## config.mk

```make
export PLATFORM = sky130hd
export DESIGN_NAME = wk_wake_detect
export DESIGN_NICKNAME = d
export VERILOG_FILES = /design/src/inc/wk_pkg.sv /design/src/design/wk_sync2.sv /design/src/design/wk_pin_qual.sv /design/src/design/wk_wake_detect.sv
export SDC_FILE = /design/constraint.sdc
export NUM_CORES = 1
export LEC_CHECK = 0
export ABC_AREA = 1
export BUFFER_PORTS_ARGS = -buffer_cell sky130_fd_sc_hd__buf_2
export CORE_MARGIN = 4
export CORE_UTILIZATION = 48
export CTS_CLUSTER_SIZE = 14
export DETAILED_ROUTE_END_ITERATION = 12
export GPL_ROUTABILITY_DRIVEN = 0
export PLACE_DENSITY = 0.71
export RECOVER_POWER = 50
export SYNTH_ARGS = -nofsm -noshare
export SYNTH_HDL_FRONTEND = slang
export SYNTH_SLANG_ARGS = --single-unit
```

## constraint.sdc

```tcl
create_clock -name clk -period 2.3 [get_ports clk]
set_input_delay 0.23 -clock clk [delete_from_list [all_inputs] [get_ports clk]]
set_output_delay 0.23 -clock clk [all_outputs]
set_load 0.01 [all_outputs]
```

## src/inc/wk_pkg.sv

```systemverilog
// Constants and types shared by the wake detection block
// Overview of operation
// - Pin 7 wakes on PHY link-up in modes zero and three.
// - Pins 0-7 internal PHY only; 8-10 in either PHY mode.
// - Five LAN enables form composite LAN wake.
// - LAN or energy-detect enable raises wake interrupt.
// - Two status bits: LAN wake, energy detect.
// - Separate received flags for four LAN event types, none for global unicast.
// - LAN wake remote wake only in mode zero.
// - Energy detect remote wake only in mode one.
// - Wake interrupt drives remote wake output.
// - All LAN enables clear: good frame wakes.
// - Good frame sets the LAN status bit.
// - Good frame remote wake only in mode three.
// - Enabled pins wake in every suspend mode; link-up on pin 7 only in zero and three.
// - Pins 0-7 need generation-disable bit cleared.
// - Pins 8-10 wake only as plain inputs.
// - Per-pin enable and polarity gate each pin.
// - Link-up enable: pin 7 ignores pad level.
// - Pin wake resumes, sets per-pin status.
// - LAN status refuses clear while event asserted.
// - Energy status refuses clear while PHY interrupt.
// - Four suspend modes, mode two default.
package wk_pkg;
  localparam int NPINS = 11;
  localparam int NLOW  = 8;

  // Register byte offsets
  localparam logic [7:0] OFS_PMC     = 8'h00;
  localparam logic [7:0] OFS_LANCS   = 8'h04;
  localparam logic [7:0] OFS_PINWAKE = 8'h08;
  localparam logic [7:0] OFS_PINCFG  = 8'h0C;
  localparam logic [7:0] OFS_PINHI   = 8'h10;
  localparam logic [7:0] OFS_INTSTS  = 8'h14;
  localparam logic [7:0] OFS_HWCFG   = 8'h18;

  // Field positions
  localparam int PMC_MODE_LSB = 0;
  localparam int PMC_LANEN    = 2;
  localparam int PMC_EDEN     = 3;
  localparam int PMC_WAKEUP_STATUS_BITS_LSB = 4;
  localparam int PMC_SUSP     = 8;
  localparam int PMC_WINT     = 9;
  localparam int LCS_EN_LSB   = 0;
  localparam int LCS_RX_LSB   = 5;
  localparam int PW_EN_LSB    = 0;
  localparam int PW_POL_LSB   = 16;
  localparam int PW_LINK      = 31;
  localparam int HI_FSEL_LSB  = 0;
  localparam int HI_DIR_LSB   = 8;
  localparam int HW_EXTPHY    = 0;

  // Values after reset, and the plain-input function code
  localparam logic [7:0] GEN_DIS_RST = 8'hFF;
  localparam logic [5:0] FSEL_RST    = 6'h00;
  localparam logic [1:0] FSEL_GPIN   = 2'h0;

  // Suspend modes in field order 00b..11b
  typedef enum logic [1:0] {
    WK_SUSP0,
    WK_SUSP1,
    WK_SUSP2,
    WK_SUSP3
  } wk_susp_t;

  localparam wk_susp_t MODE_RST = WK_SUSP2;

  // Sticky flag update: a set in the clear cycle wins
  function automatic logic [10:0] wk_sticky(
    input logic [10:0] cur,
    input logic [10:0] set,
    input logic [10:0] clr
  );
    return (cur & ~clr) | set;
  endfunction
endpackage

```

## src/design/wk_sync2.sv

```systemverilog
// Two-stage synchroniser bank for pad inputs
`timescale 1ns/10ps
`default_nettype none
module wk_sync2 #(
  parameter int W = 11
) (
  input  wire logic         clk,
  input  wire logic         srst,
  input  wire logic [W-1:0] d,
  output var  logic [W-1:0] q
);
  typedef struct packed {
    logic [W-1:0] s1;
    logic [W-1:0] s2;
  } wk_sync_t;

  wk_sync_t s_r;
  wk_sync_t s_nxt;

  // First stage feeds only the second stage
  always_comb begin
    s_nxt    = s_r;
    s_nxt.s1 = d;
    s_nxt.s2 = s_r.s1;
  end

  always_ff @(posedge clk) begin
    if (srst) begin
      s_r <= '0;
    end else begin
      s_r <= s_nxt;
    end
  end

  assign q = s_r.s2;
endmodule // wk_sync2
`default_nettype wire

```

## src/design/wk_pin_qual.sv

```systemverilog
// Per-pin wake qualification for the eleven general purpose pins
`timescale 1ns/10ps
`default_nettype none
module wk_pin_qual
  import wk_pkg::*;
(
  input  wire logic [10:0] pin_sync,
  input  wire logic [10:0] pin_wake_enable,
  input  wire logic [10:0] pin_wake_polarity,
  input  wire logic [7:0]  pin_wake_gen_enable,
  input  wire logic [5:0]  pin_function_select,
  input  wire logic [2:0]  pin_direction,
  input  wire logic        link_up_wake_enable,
  input  wire logic        phy_link_up,
  input  wire logic        ext_phy_mode,
  input  wire wk_susp_t    susp_mode,
  output var  logic [10:0] pin_ev
);
  logic [10:0] gen_ok;
  logic [10:0] lvl_ok;

  // Enable and level test for each pin
  always_comb begin
    gen_ok = '0;
    lvl_ok = '0;
    pin_ev = '0;
    for (int i = 0; i < NLOW; i++) begin
      gen_ok[i] = ~pin_wake_gen_enable[i] & ~ext_phy_mode;
    end
    for (int k = 0; k < NPINS - NLOW; k++) begin
      gen_ok[NLOW+k] = (pin_function_select[2*k +: 2] == FSEL_GPIN) &
                       ~pin_direction[k];
    end
    for (int i = 0; i < NPINS; i++) begin
      lvl_ok[i] = (pin_sync[i] == pin_wake_polarity[i]);
      pin_ev[i] = pin_wake_enable[i] & gen_ok[i] & lvl_ok[i];
    end
    // Link-up replaces the pad on pin 7, modes zero and three only
    if (link_up_wake_enable) begin
      pin_ev[7] = pin_wake_enable[7] & gen_ok[7] & phy_link_up &
                  ((susp_mode == WK_SUSP0) | (susp_mode == WK_SUSP3));
    end
  end
endmodule // wk_pin_qual
`default_nettype wire

```

## src/design/wk_wake_detect.sv

```systemverilog
// Wake event detection and remote wake generation with APB registers
//
// Design decisions made here: the address map and the APB slave port.
`timescale 1ns/10ps
`default_nettype none
module wk_wake_detect
  import wk_pkg::*;
(
  input  wire logic        clk,
  input  wire logic        srst,
  input  wire logic        psel,
  input  wire logic        penable,
  input  wire logic        pwrite,
  input  wire logic [7:0]  paddr,
  input  wire logic [31:0] pwdata,
  output var  logic [31:0] prdata,
  output var  logic        pready,
  output var  logic        pslverr,
  input  wire logic        ev_global_unicast,
  input  wire logic        ev_magic_pkt,
  input  wire logic        ev_wake_frame,
  input  wire logic        ev_perfect_dest,
  input  wire logic        ev_broadcast,
  input  wire logic        ev_good_frame,
  input  wire logic        phy_int,
  input  wire logic        phy_link_up,
  input  wire logic        suspend_req,
  input  wire logic        resume_req,
  input  wire logic [10:0] gpio_in,
  output var  logic        remote_wake,
  output var  logic        wake_int,
  output var  logic        suspended
);
  // Whole block state
  typedef struct packed {
    wk_susp_t    susp_mode;
    logic        lan_wake_enable;
    logic        energy_detect_enable;
    logic [1:0]  wakeup_status_bits;
    logic [4:0]  lan_ens;
    logic [3:0]  lan_rx;
    logic [10:0] pin_wake_enable;
    logic [10:0] pin_wake_polarity;
    logic        link_up_wake_enable;
    logic [7:0]  pin_wake_gen_enable;
    logic [5:0]  pin_function_select;
    logic [2:0]  pin_direction;
    logic [10:0] pin_interrupt_status;
    logic        ext_phy_mode;
    logic        in_susp;
    logic        remote_wake;
    logic        wake_int;
    logic        pready;
    logic        pslverr;
    logic [31:0] prdata;
  } wk_state_t;

  wk_state_t st_r;
  wk_state_t st_nxt;

  logic [10:0] pin_sync;
  logic [10:0] pin_ev;
  logic [4:0]  lan_evs;
  logic [4:0]  lan_hit;
  logic [3:0]  rx_set;
  logic        all_off;
  logic        mac_lan;
  logic        good_ev;
  logic        mac_wake_ev;
  logic        lan_irq;
  logic        ed_irq;
  logic        pin_irq;
  logic        lan_rw;
  logic        ed_rw;
  logic        wake_now;
  logic        setup_ph;
  logic        wr_go;
  logic        mapped;
  logic [31:0] rd_word;
  logic [1:0]  wakeup_status_bits_clr;
  logic [3:0]  rx_clr;
  logic [10:0] pin_clr;

  // Pads are asynchronous to clk
  wk_sync2 #(
    .W (NPINS)
  ) u_sync (
    .clk  (clk),
    .srst (srst),
    .d    (gpio_in),
    .q    (pin_sync)
  );

  // Pin enables, polarity and link-up override
  wk_pin_qual u_pins (
    .pin_sync            (pin_sync),
    .pin_wake_enable     (st_r.pin_wake_enable),
    .pin_wake_polarity   (st_r.pin_wake_polarity),
    .pin_wake_gen_enable (st_r.pin_wake_gen_enable),
    .pin_function_select (st_r.pin_function_select),
    .pin_direction       (st_r.pin_direction),
    .link_up_wake_enable (st_r.link_up_wake_enable),
    .phy_link_up         (phy_link_up),
    .ext_phy_mode        (st_r.ext_phy_mode),
    .susp_mode           (st_r.susp_mode),
    .pin_ev              (pin_ev)
  );

  // Composite LAN wake from the five enables
  assign lan_evs = {ev_broadcast, ev_perfect_dest, ev_wake_frame,
                    ev_magic_pkt, ev_global_unicast};
  assign lan_hit = st_r.lan_ens & lan_evs;
  assign mac_lan = |lan_hit;
  assign all_off = ~|st_r.lan_ens;
  // Good frame counts only with every LAN enable clear
  assign good_ev = all_off & ev_good_frame;
  assign mac_wake_ev = mac_lan | good_ev;

  // Received flags: wake frame, magic, perfect, broadcast
  assign rx_set = {lan_hit[4], lan_hit[3], lan_hit[1], lan_hit[2]};

  // Wake interrupt sources; status bits keep them alive
  assign lan_irq = st_r.wakeup_status_bits[1] &
                   (st_r.lan_wake_enable | all_off);
  assign ed_irq  = st_r.wakeup_status_bits[0] &
                   st_r.energy_detect_enable;
  assign pin_irq = |st_r.pin_interrupt_status;

  // Suspend-mode gating of each source
  assign lan_rw = lan_irq &
                  ((~all_off & (st_r.susp_mode == WK_SUSP0)) |
                   (all_off & (st_r.susp_mode == WK_SUSP3)));
  assign ed_rw = ed_irq & (st_r.susp_mode == WK_SUSP1);
  // Pins wake from any suspend mode
  assign wake_now = st_r.in_susp & (lan_rw | ed_rw | pin_irq);

  // Bus phases
  assign setup_ph = psel & ~penable;
  assign wr_go    = psel & penable & st_r.pready & pwrite;

  // Address decode and read data
  always_comb begin
    mapped  = 1'b1;
    rd_word = 32'h0000_0000;
    case (paddr)
      OFS_PMC: begin
        rd_word[PMC_MODE_LSB +: 2] = st_r.susp_mode;
        rd_word[PMC_LANEN]         = st_r.lan_wake_enable;
        rd_word[PMC_EDEN]          = st_r.energy_detect_enable;
        rd_word[PMC_WAKEUP_STATUS_BITS_LSB +: 2] = st_r.wakeup_status_bits;
        rd_word[PMC_SUSP]          = st_r.in_susp;
        rd_word[PMC_WINT]          = st_r.wake_int;
      end
      OFS_LANCS: begin
        rd_word[LCS_EN_LSB +: 5] = st_r.lan_ens;
        rd_word[LCS_RX_LSB +: 4] = st_r.lan_rx;
      end
      OFS_PINWAKE: begin
        rd_word[PW_EN_LSB +: 11]  = st_r.pin_wake_enable;
        rd_word[PW_POL_LSB +: 11] = st_r.pin_wake_polarity;
        rd_word[PW_LINK]          = st_r.link_up_wake_enable;
      end
      OFS_PINCFG: begin
        rd_word[7:0] = st_r.pin_wake_gen_enable;
      end
      OFS_PINHI: begin
        rd_word[HI_FSEL_LSB +: 6] = st_r.pin_function_select;
        rd_word[HI_DIR_LSB +: 3]  = st_r.pin_direction;
      end
      OFS_INTSTS: begin
        rd_word[10:0] = st_r.pin_interrupt_status;
      end
      OFS_HWCFG: begin
        rd_word[HW_EXTPHY] = st_r.ext_phy_mode;
      end
      default: begin
        mapped = 1'b0;
      end
    endcase
  end

  // Write-one-to-clear masks
  always_comb begin
    wakeup_status_bits_clr = 2'h0;
    rx_clr   = 4'h0;
    pin_clr  = 11'h000;
    if (wr_go && paddr == OFS_PMC) begin
      wakeup_status_bits_clr = pwdata[PMC_WAKEUP_STATUS_BITS_LSB +: 2];
    end
    if (wr_go && paddr == OFS_LANCS) begin
      rx_clr = pwdata[LCS_RX_LSB +: 4];
    end
    if (wr_go && paddr == OFS_INTSTS) begin
      pin_clr = pwdata[10:0];
    end
    // Clear refused while the source is still asserted
    wakeup_status_bits_clr[1] = wakeup_status_bits_clr[1] & ~mac_wake_ev;
    wakeup_status_bits_clr[0] = wakeup_status_bits_clr[0] & ~phy_int;
  end

  // Next-state logic
  always_comb begin
    st_nxt = st_r;

    // No wait state: pready registered from the setup phase, a flop output
    st_nxt.pready  = setup_ph;
    st_nxt.pslverr = setup_ph & ~mapped;
    st_nxt.prdata  = (setup_ph & ~pwrite) ? rd_word : 32'h0000_0000;

    // Control writes
    if (wr_go) begin
      case (paddr)
        OFS_PMC: begin
          st_nxt.susp_mode = wk_susp_t'(pwdata[PMC_MODE_LSB +: 2]);
          st_nxt.lan_wake_enable      = pwdata[PMC_LANEN];
          st_nxt.energy_detect_enable = pwdata[PMC_EDEN];
        end
        OFS_LANCS: begin
          st_nxt.lan_ens = pwdata[LCS_EN_LSB +: 5];
        end
        OFS_PINWAKE: begin
          st_nxt.pin_wake_enable     = pwdata[PW_EN_LSB +: 11];
          st_nxt.pin_wake_polarity   = pwdata[PW_POL_LSB +: 11];
          st_nxt.link_up_wake_enable = pwdata[PW_LINK];
        end
        OFS_PINCFG: begin
          st_nxt.pin_wake_gen_enable = pwdata[7:0];
        end
        OFS_PINHI: begin
          st_nxt.pin_function_select = pwdata[HI_FSEL_LSB +: 6];
          st_nxt.pin_direction       = pwdata[HI_DIR_LSB +: 3];
        end
        OFS_HWCFG: begin
          st_nxt.ext_phy_mode = pwdata[HW_EXTPHY];
        end
        default: begin
          st_nxt.ext_phy_mode = st_r.ext_phy_mode;
        end
      endcase
    end

    // Sticky status; an event in the clear cycle survives
    st_nxt.wakeup_status_bits = 2'(wk_sticky(
      11'(st_r.wakeup_status_bits),
      11'({mac_wake_ev, phy_int}),
      11'(wakeup_status_bits_clr)));
    st_nxt.lan_rx = 4'(wk_sticky(11'(st_r.lan_rx), 11'(rx_set),
                                 11'(rx_clr)));
    st_nxt.pin_interrupt_status = wk_sticky(st_r.pin_interrupt_status,
                                            pin_ev, pin_clr);

    // Internal wake interrupt level
    st_nxt.wake_int = lan_irq | ed_irq | pin_irq;

    // Suspend tracking; a wake returns to normal
    st_nxt.remote_wake = wake_now;
    if (wake_now || resume_req) begin
      st_nxt.in_susp = 1'b0;
    end else if (suspend_req) begin
      st_nxt.in_susp = 1'b1;
    end
  end

  // State register with reset values
  always_ff @(posedge clk) begin
    if (srst) begin
      st_r                      <= '0;
      st_r.susp_mode            <= MODE_RST;
      st_r.pin_wake_gen_enable  <= GEN_DIS_RST;
      st_r.pin_function_select  <= FSEL_RST;
    end else begin
      st_r <= st_nxt;
    end
  end

  // Every output straight from the state register
  assign prdata      = st_r.prdata;
  assign pready      = st_r.pready;
  assign pslverr     = st_r.pslverr;
  assign remote_wake = st_r.remote_wake;
  assign wake_int    = st_r.wake_int;
  assign suspended   = st_r.in_susp;
endmodule // wk_wake_detect
`default_nettype wire

```

Yosys cells after proc, flatten, opt, wreduce, memory -nomap -nowiden. Cells that the tools add are included.

Mux-type cells: 11. Bitwise operators: 88. Equal/unequal tests: 19. Reductions and logical operators: 23.

Operators with widths (count): 1-bit bitwise AND (51); 5-bit case mux with 6 select lines (1); 8-bit by 5-bit equality test with 1-bit output, second input constant (3); 1-bit NOT (19); 8-bit by 4-bit equality test with 1-bit output, second input constant (2); 2-bit AND reduction (6); 11-bit bitwise AND (1); 1-bit equality test (11); 11-bit 2-to-1 mux (1); 11-bit NOT (1); 11-bit bitwise OR (1); 11-bit OR reduction (1); 5-bit OR reduction (2); 8-bit by 3-bit equality test with 1-bit output, second input constant (1); 2-bit logical NOT (4); 8-bit logical NOT (1); 1-bit bitwise OR (8); 2-bit case mux with 4 select lines (1); 1-bit case mux with 7 select lines (1); 7-bit OR reduction (1); 5-bit bitwise AND (1); 1-bit case mux with 5 select lines (1); 4-bit bitwise AND (1); 4-bit 2-to-1 mux (1); other kinds (16) (20).

Word-level logic and storage cells: 165. Register bits: 126.

Depth between registers and ports, before layout.
Depth after elaboration: 10. Gate-level depth with buffers: 9. Depth with buffers taken out: 9.

Modules after synthesis. From an unflattened synthesis, not the netlist that was laid out.

Cell total of the unflattened synthesis: 721. Area total of the unflattened synthesis: 5077.4 um^2.

Modules (own cells, without submodules): wk_wake_detect (cells each 596, times used 1, area an instance 4170.2 um^2); wk_sync2 (cells each 68, times used 1, area an instance 628.1 um^2); wk_pin_qual (cells each 57, times used 1, area an instance 279.0 um^2).

Least setup slack after synthesis. OpenSTA, ideal clock, no wires.

Kind: reg2reg. From: register st_r, in the netlist pready. To: register st_r[49] (netlist bit). Arrival time: 1205 ps. Cell stages (with the launch flop): 7. Setup slack: 979 ps. Library setup time: 116 ps. Cell sequence: dfxtp_1 > nand4_2 > inv_1 > nand2_2 > buf_2 > o21ai_0 > nor2_1.

Cells in the longest elaborated chain, start to end: 3.

Ends and longest elaborated chain: from (decl) (line wk_wake_detect.sv:58) `wk_state_t st_r;`; from (signal assigned) (line wk_wake_detect.sv:272) `st_r <= st_nxt;`; 1-bit bitwise AND (2 in series) (line wk_wake_detect.sv:139) `assign wr_go = psel & penable & st_r.pready & pwrite;`; 2-bit AND reduction (no line).

Every way passes these cells. A chain may end at the register's enable or synchronous reset.

Final worst setup path.
From: input penable. To: register st_r[60] (netlist name).

Cells in the longest elaborated chain, start to end: 4.

Ends and longest elaborated chain: from (decl) (line wk_wake_detect.sv:12) `input wire logic penable,`; 1-bit bitwise AND (3 in series) (line wk_wake_detect.sv:139); 2-bit AND reduction (no line).

Every way passes these cells.

==> summary.md <==
| Metric | Value |
|---|---|
| Most common cell in the netlist | nand2_1 |
| Setup Viol. Count Final | 0 |
| Placement Cell Area | 0.00543 sq mm |
| Buf+Inv Stages, Crit Path | 4 |
| Least-Margin Pin Slew | 0.655 ns |
| CTS Buffer Depth | 2 |
| PD cells | 766 mW/mm^2 |
| Overflow after GRT | 0 |
| Setup Skew | 0.00667 ns |
| Nets | about 860 |
| Dominant synthesized flop cell | dfxtp_1 |
| Setup TNS | 0 ns |
| Row count | 37 |
| Fin. Hold Viols | 0 |
| Post-CTS sizing | 0 |
| Die W | 111 um |
| Critical path depth | 8 |
| Htree depth | 4 |
| Initial Util | 49.4% |
| Fraction of layout cells with a size suffix above 1 | between 15 and 20% |
| Vias in the first global route | about 4,400 |
| Number of placed I/O pins | 103 |
| CORE AREA | around 0.010 sq mm |
| Skew-Pair Late Insertion Delay | ~0.5 ns |
| Finished Layout Cells | 944 |
| Status | finished, final reports clean |
| Kind of critical path | in2reg |
| Initial DRC Count | 430 |
| DRT Wirelength | 13.0 mm |
| DR WL/cell | 13.8 um |
| CTS clk-pin slew, worst paths | about 0.05 ns |
| Worst EP required | 2.75 ns |
| Hold_ws | about 0.02 ns |
| Reg2Reg Depth | 6 |
| Fill cells | 972 |
| DRT antenna net count | 0 |
| Number of synthesized register bits | 117 |
| Die height | ~110 um |
| Synth Cell Area | 0.00513 sq mm |
| Pre-CTS WS | 0.431 ns |
| CP top delay family | buffers and inverters |
| CP Cell Sequence | dlygate4sd3_1 > clkbuf_1 > nand4_1 > inv_1 > nand3_1 > inv_1 > nand2_1 > nand3_1 |
| CTS tree | yes |
| Share of the synthesized area in the top cell type | 45.7% |
| Clock Sinks | about 120 |
| Fin util | 60.7% |
| Maximum vdd drop | 428 uV |
| Slowest cell on the critical path | dlygate4sd3_1 |
| Leak Pwr | about 2.8 nW |
| Minimum clock period | about 1.9 ns |
| Avg Inst Size Synth | 7.37 sq um |
| ANT cells | 0 |
| Pins over their slew limit | 0 |
| Total power | about 4.8 mW |
| DR vias | 4,626 |
| Critical Path AT | 2.32 ns |
| Achievable Freq | 533 MHz |
| Post-route cell area | about 0.0063 sq mm |
| Yosys cell types | 30 |
| Yosys warns | 0 |
| Post-synth top cells | nand2_1 (119), dfxtp_1 (117), nor2_1 (117) |
| # Max-Cap Violations | 0 |
| Mapped Cells | 696 |
| Synth async-reset ratio | 0% |
| Seq/Total Area, Yosys | 45.7% |
| Initial antenna violation count | 0 |
| Die ar. | roughly 0.012 sq mm |
| Via density per instance | 4.90 |
| Ranking of synthesized cells by area | dfxtp_1 (46%), nand2_1 (8.7%), nor2_1 (8.6%), inv_1 (5.6%), buf_4 (4.8%) |
| First-pass GRT wire length | 21.4 mm |
| Setup WS post-layout | 0.424 ns |
| CP Max Fanout | 11 |
| Startpoint Class | input port |
| Area leader, netlist | dfxtp_1 |
| Total CTS buffers | 17 |
| Hold Path Class | in2reg |
| DRC Markers | 0 |
| Post-DP HPWL | 9.19 mm |
| CTS root buf | clkbuf_8 |
| GRT Total Usage | 21.4% |
| Relative slew slack | 56.3% |
| Period utilization | 81.6% |
| # placed instances | about 900 |
| IO buf count | 84 |
| CP max stage delay | 0.52 ns |
| CP endpoint kind | flip-flop |
| Largest net degree at the start of global routing | 51 |
| Unrepaired setup endpoints after global routing | no |
| Post-synth EDFFs | 0 |
| Area added between synthesis and finish | 22.7% |
| Iteration count of the initial detailed-routing pass | 5 |
| Hold Path Depth | 3 |
## layout make-up
type,count,area [sq um],area share [%]
clock buffer,21,449,7.14
inverter,82,310,4.93
tap,136,170,2.70
clock inverter,11,126,2.01
sequential,117,2340,37.2
timing repair buffer,125,774,12.3
multi-input combinational,452,2120,33.7
## logic make-up (layout without fill, tap and decap cells)
kind of cell / after synthesis / count (layout) / synth area share (%)
simple gates: 333 / 333 / 28.9
buf+inv: 135 / 239 / 13.2
flops: 117 / 117 / 45.7
compound gates: 97 / 97 / 9.66
xor+xnor: 10 / 10 / 1.71
fa+ha+maj: 3 / 3 / 0.732
other cells: 1 / 9 / 0.0731
## routing by layer
layer	vias up	track usage, %	part of all wire, %
met5	-	0	0
met4	0	9.00	2.4
met3	31	5.54	7.2
met2	183	34.7	47
met1	2081	27.1	43
li1	2331	-	-
## worst min-delay path, stage by stage
cell     delay, ns
buf_2         0.09
nand2_1       0.09
a21oi_1       0.07
## report_power, final
part           internal [mW]  switching, mW  leakage, nW
Clock                   1.60          0.920        0.282
Sequential              2.05         0.0116        0.949
Combinational          0.104          0.130         1.53
Total                   3.76           1.06         2.76
## sequential cells by signal, summed over array words and instances (netlist names)
| name | flops |
|---|---|
| prdata | 23 |
| pready | 1 |
| pslverr | 1 |
| remote_wake | 1 |
| st_r | 67 |
| suspended | 1 |
| u_sync.q | 11 |
| u_sync.s_nxt | 11 |
| wake_int | 1 |
## worst paths after layout
check / end / startpoint / slack [ns]
max reg2reg: st_r[60] / pready / 0.44
min: st_r[92] / ev_broadcast / 0.02
max: st_r[60] / penable / 0.42
min reg2reg: u_sync.q[0] / u_sync.s_nxt[0] / 0.40
## what timing repair did
| action | in CTS | in global routing |
|---|---|---|
| endpoints found under the hold margin | 33 | 0 |
| setup buffers | 0 | 0 |
| hold buffers | 35 | 0 |
## cells in the final DEF (no fill, tap or decap), types with 2 or more instances in the layout
cell	n
buf_2	54
clkbuf_1	33
clkinv_2	3
inv_1	78
inv_2	3
clkbuf_8	3
o21ai_1	19
conb_1	9
bufinv_16	2
ha_1	3
o21ai_0	38
clkbuf_16	16
dfxtp_1	117
nand2_1	121
nand4_1	2
buf_4	5
o211ai_1	3
clkinv_4	4
nor2_4	4
dlygate4sd3_1	35
xnor2_1	10
nor2_2	22
nor3_1	8
a21oi_1	36
nor2_8	2
or2_2	2
nand2_2	5
nand3_1	48
nor2_1	118
Note: power is estimated with default switching activity, not from simulation.
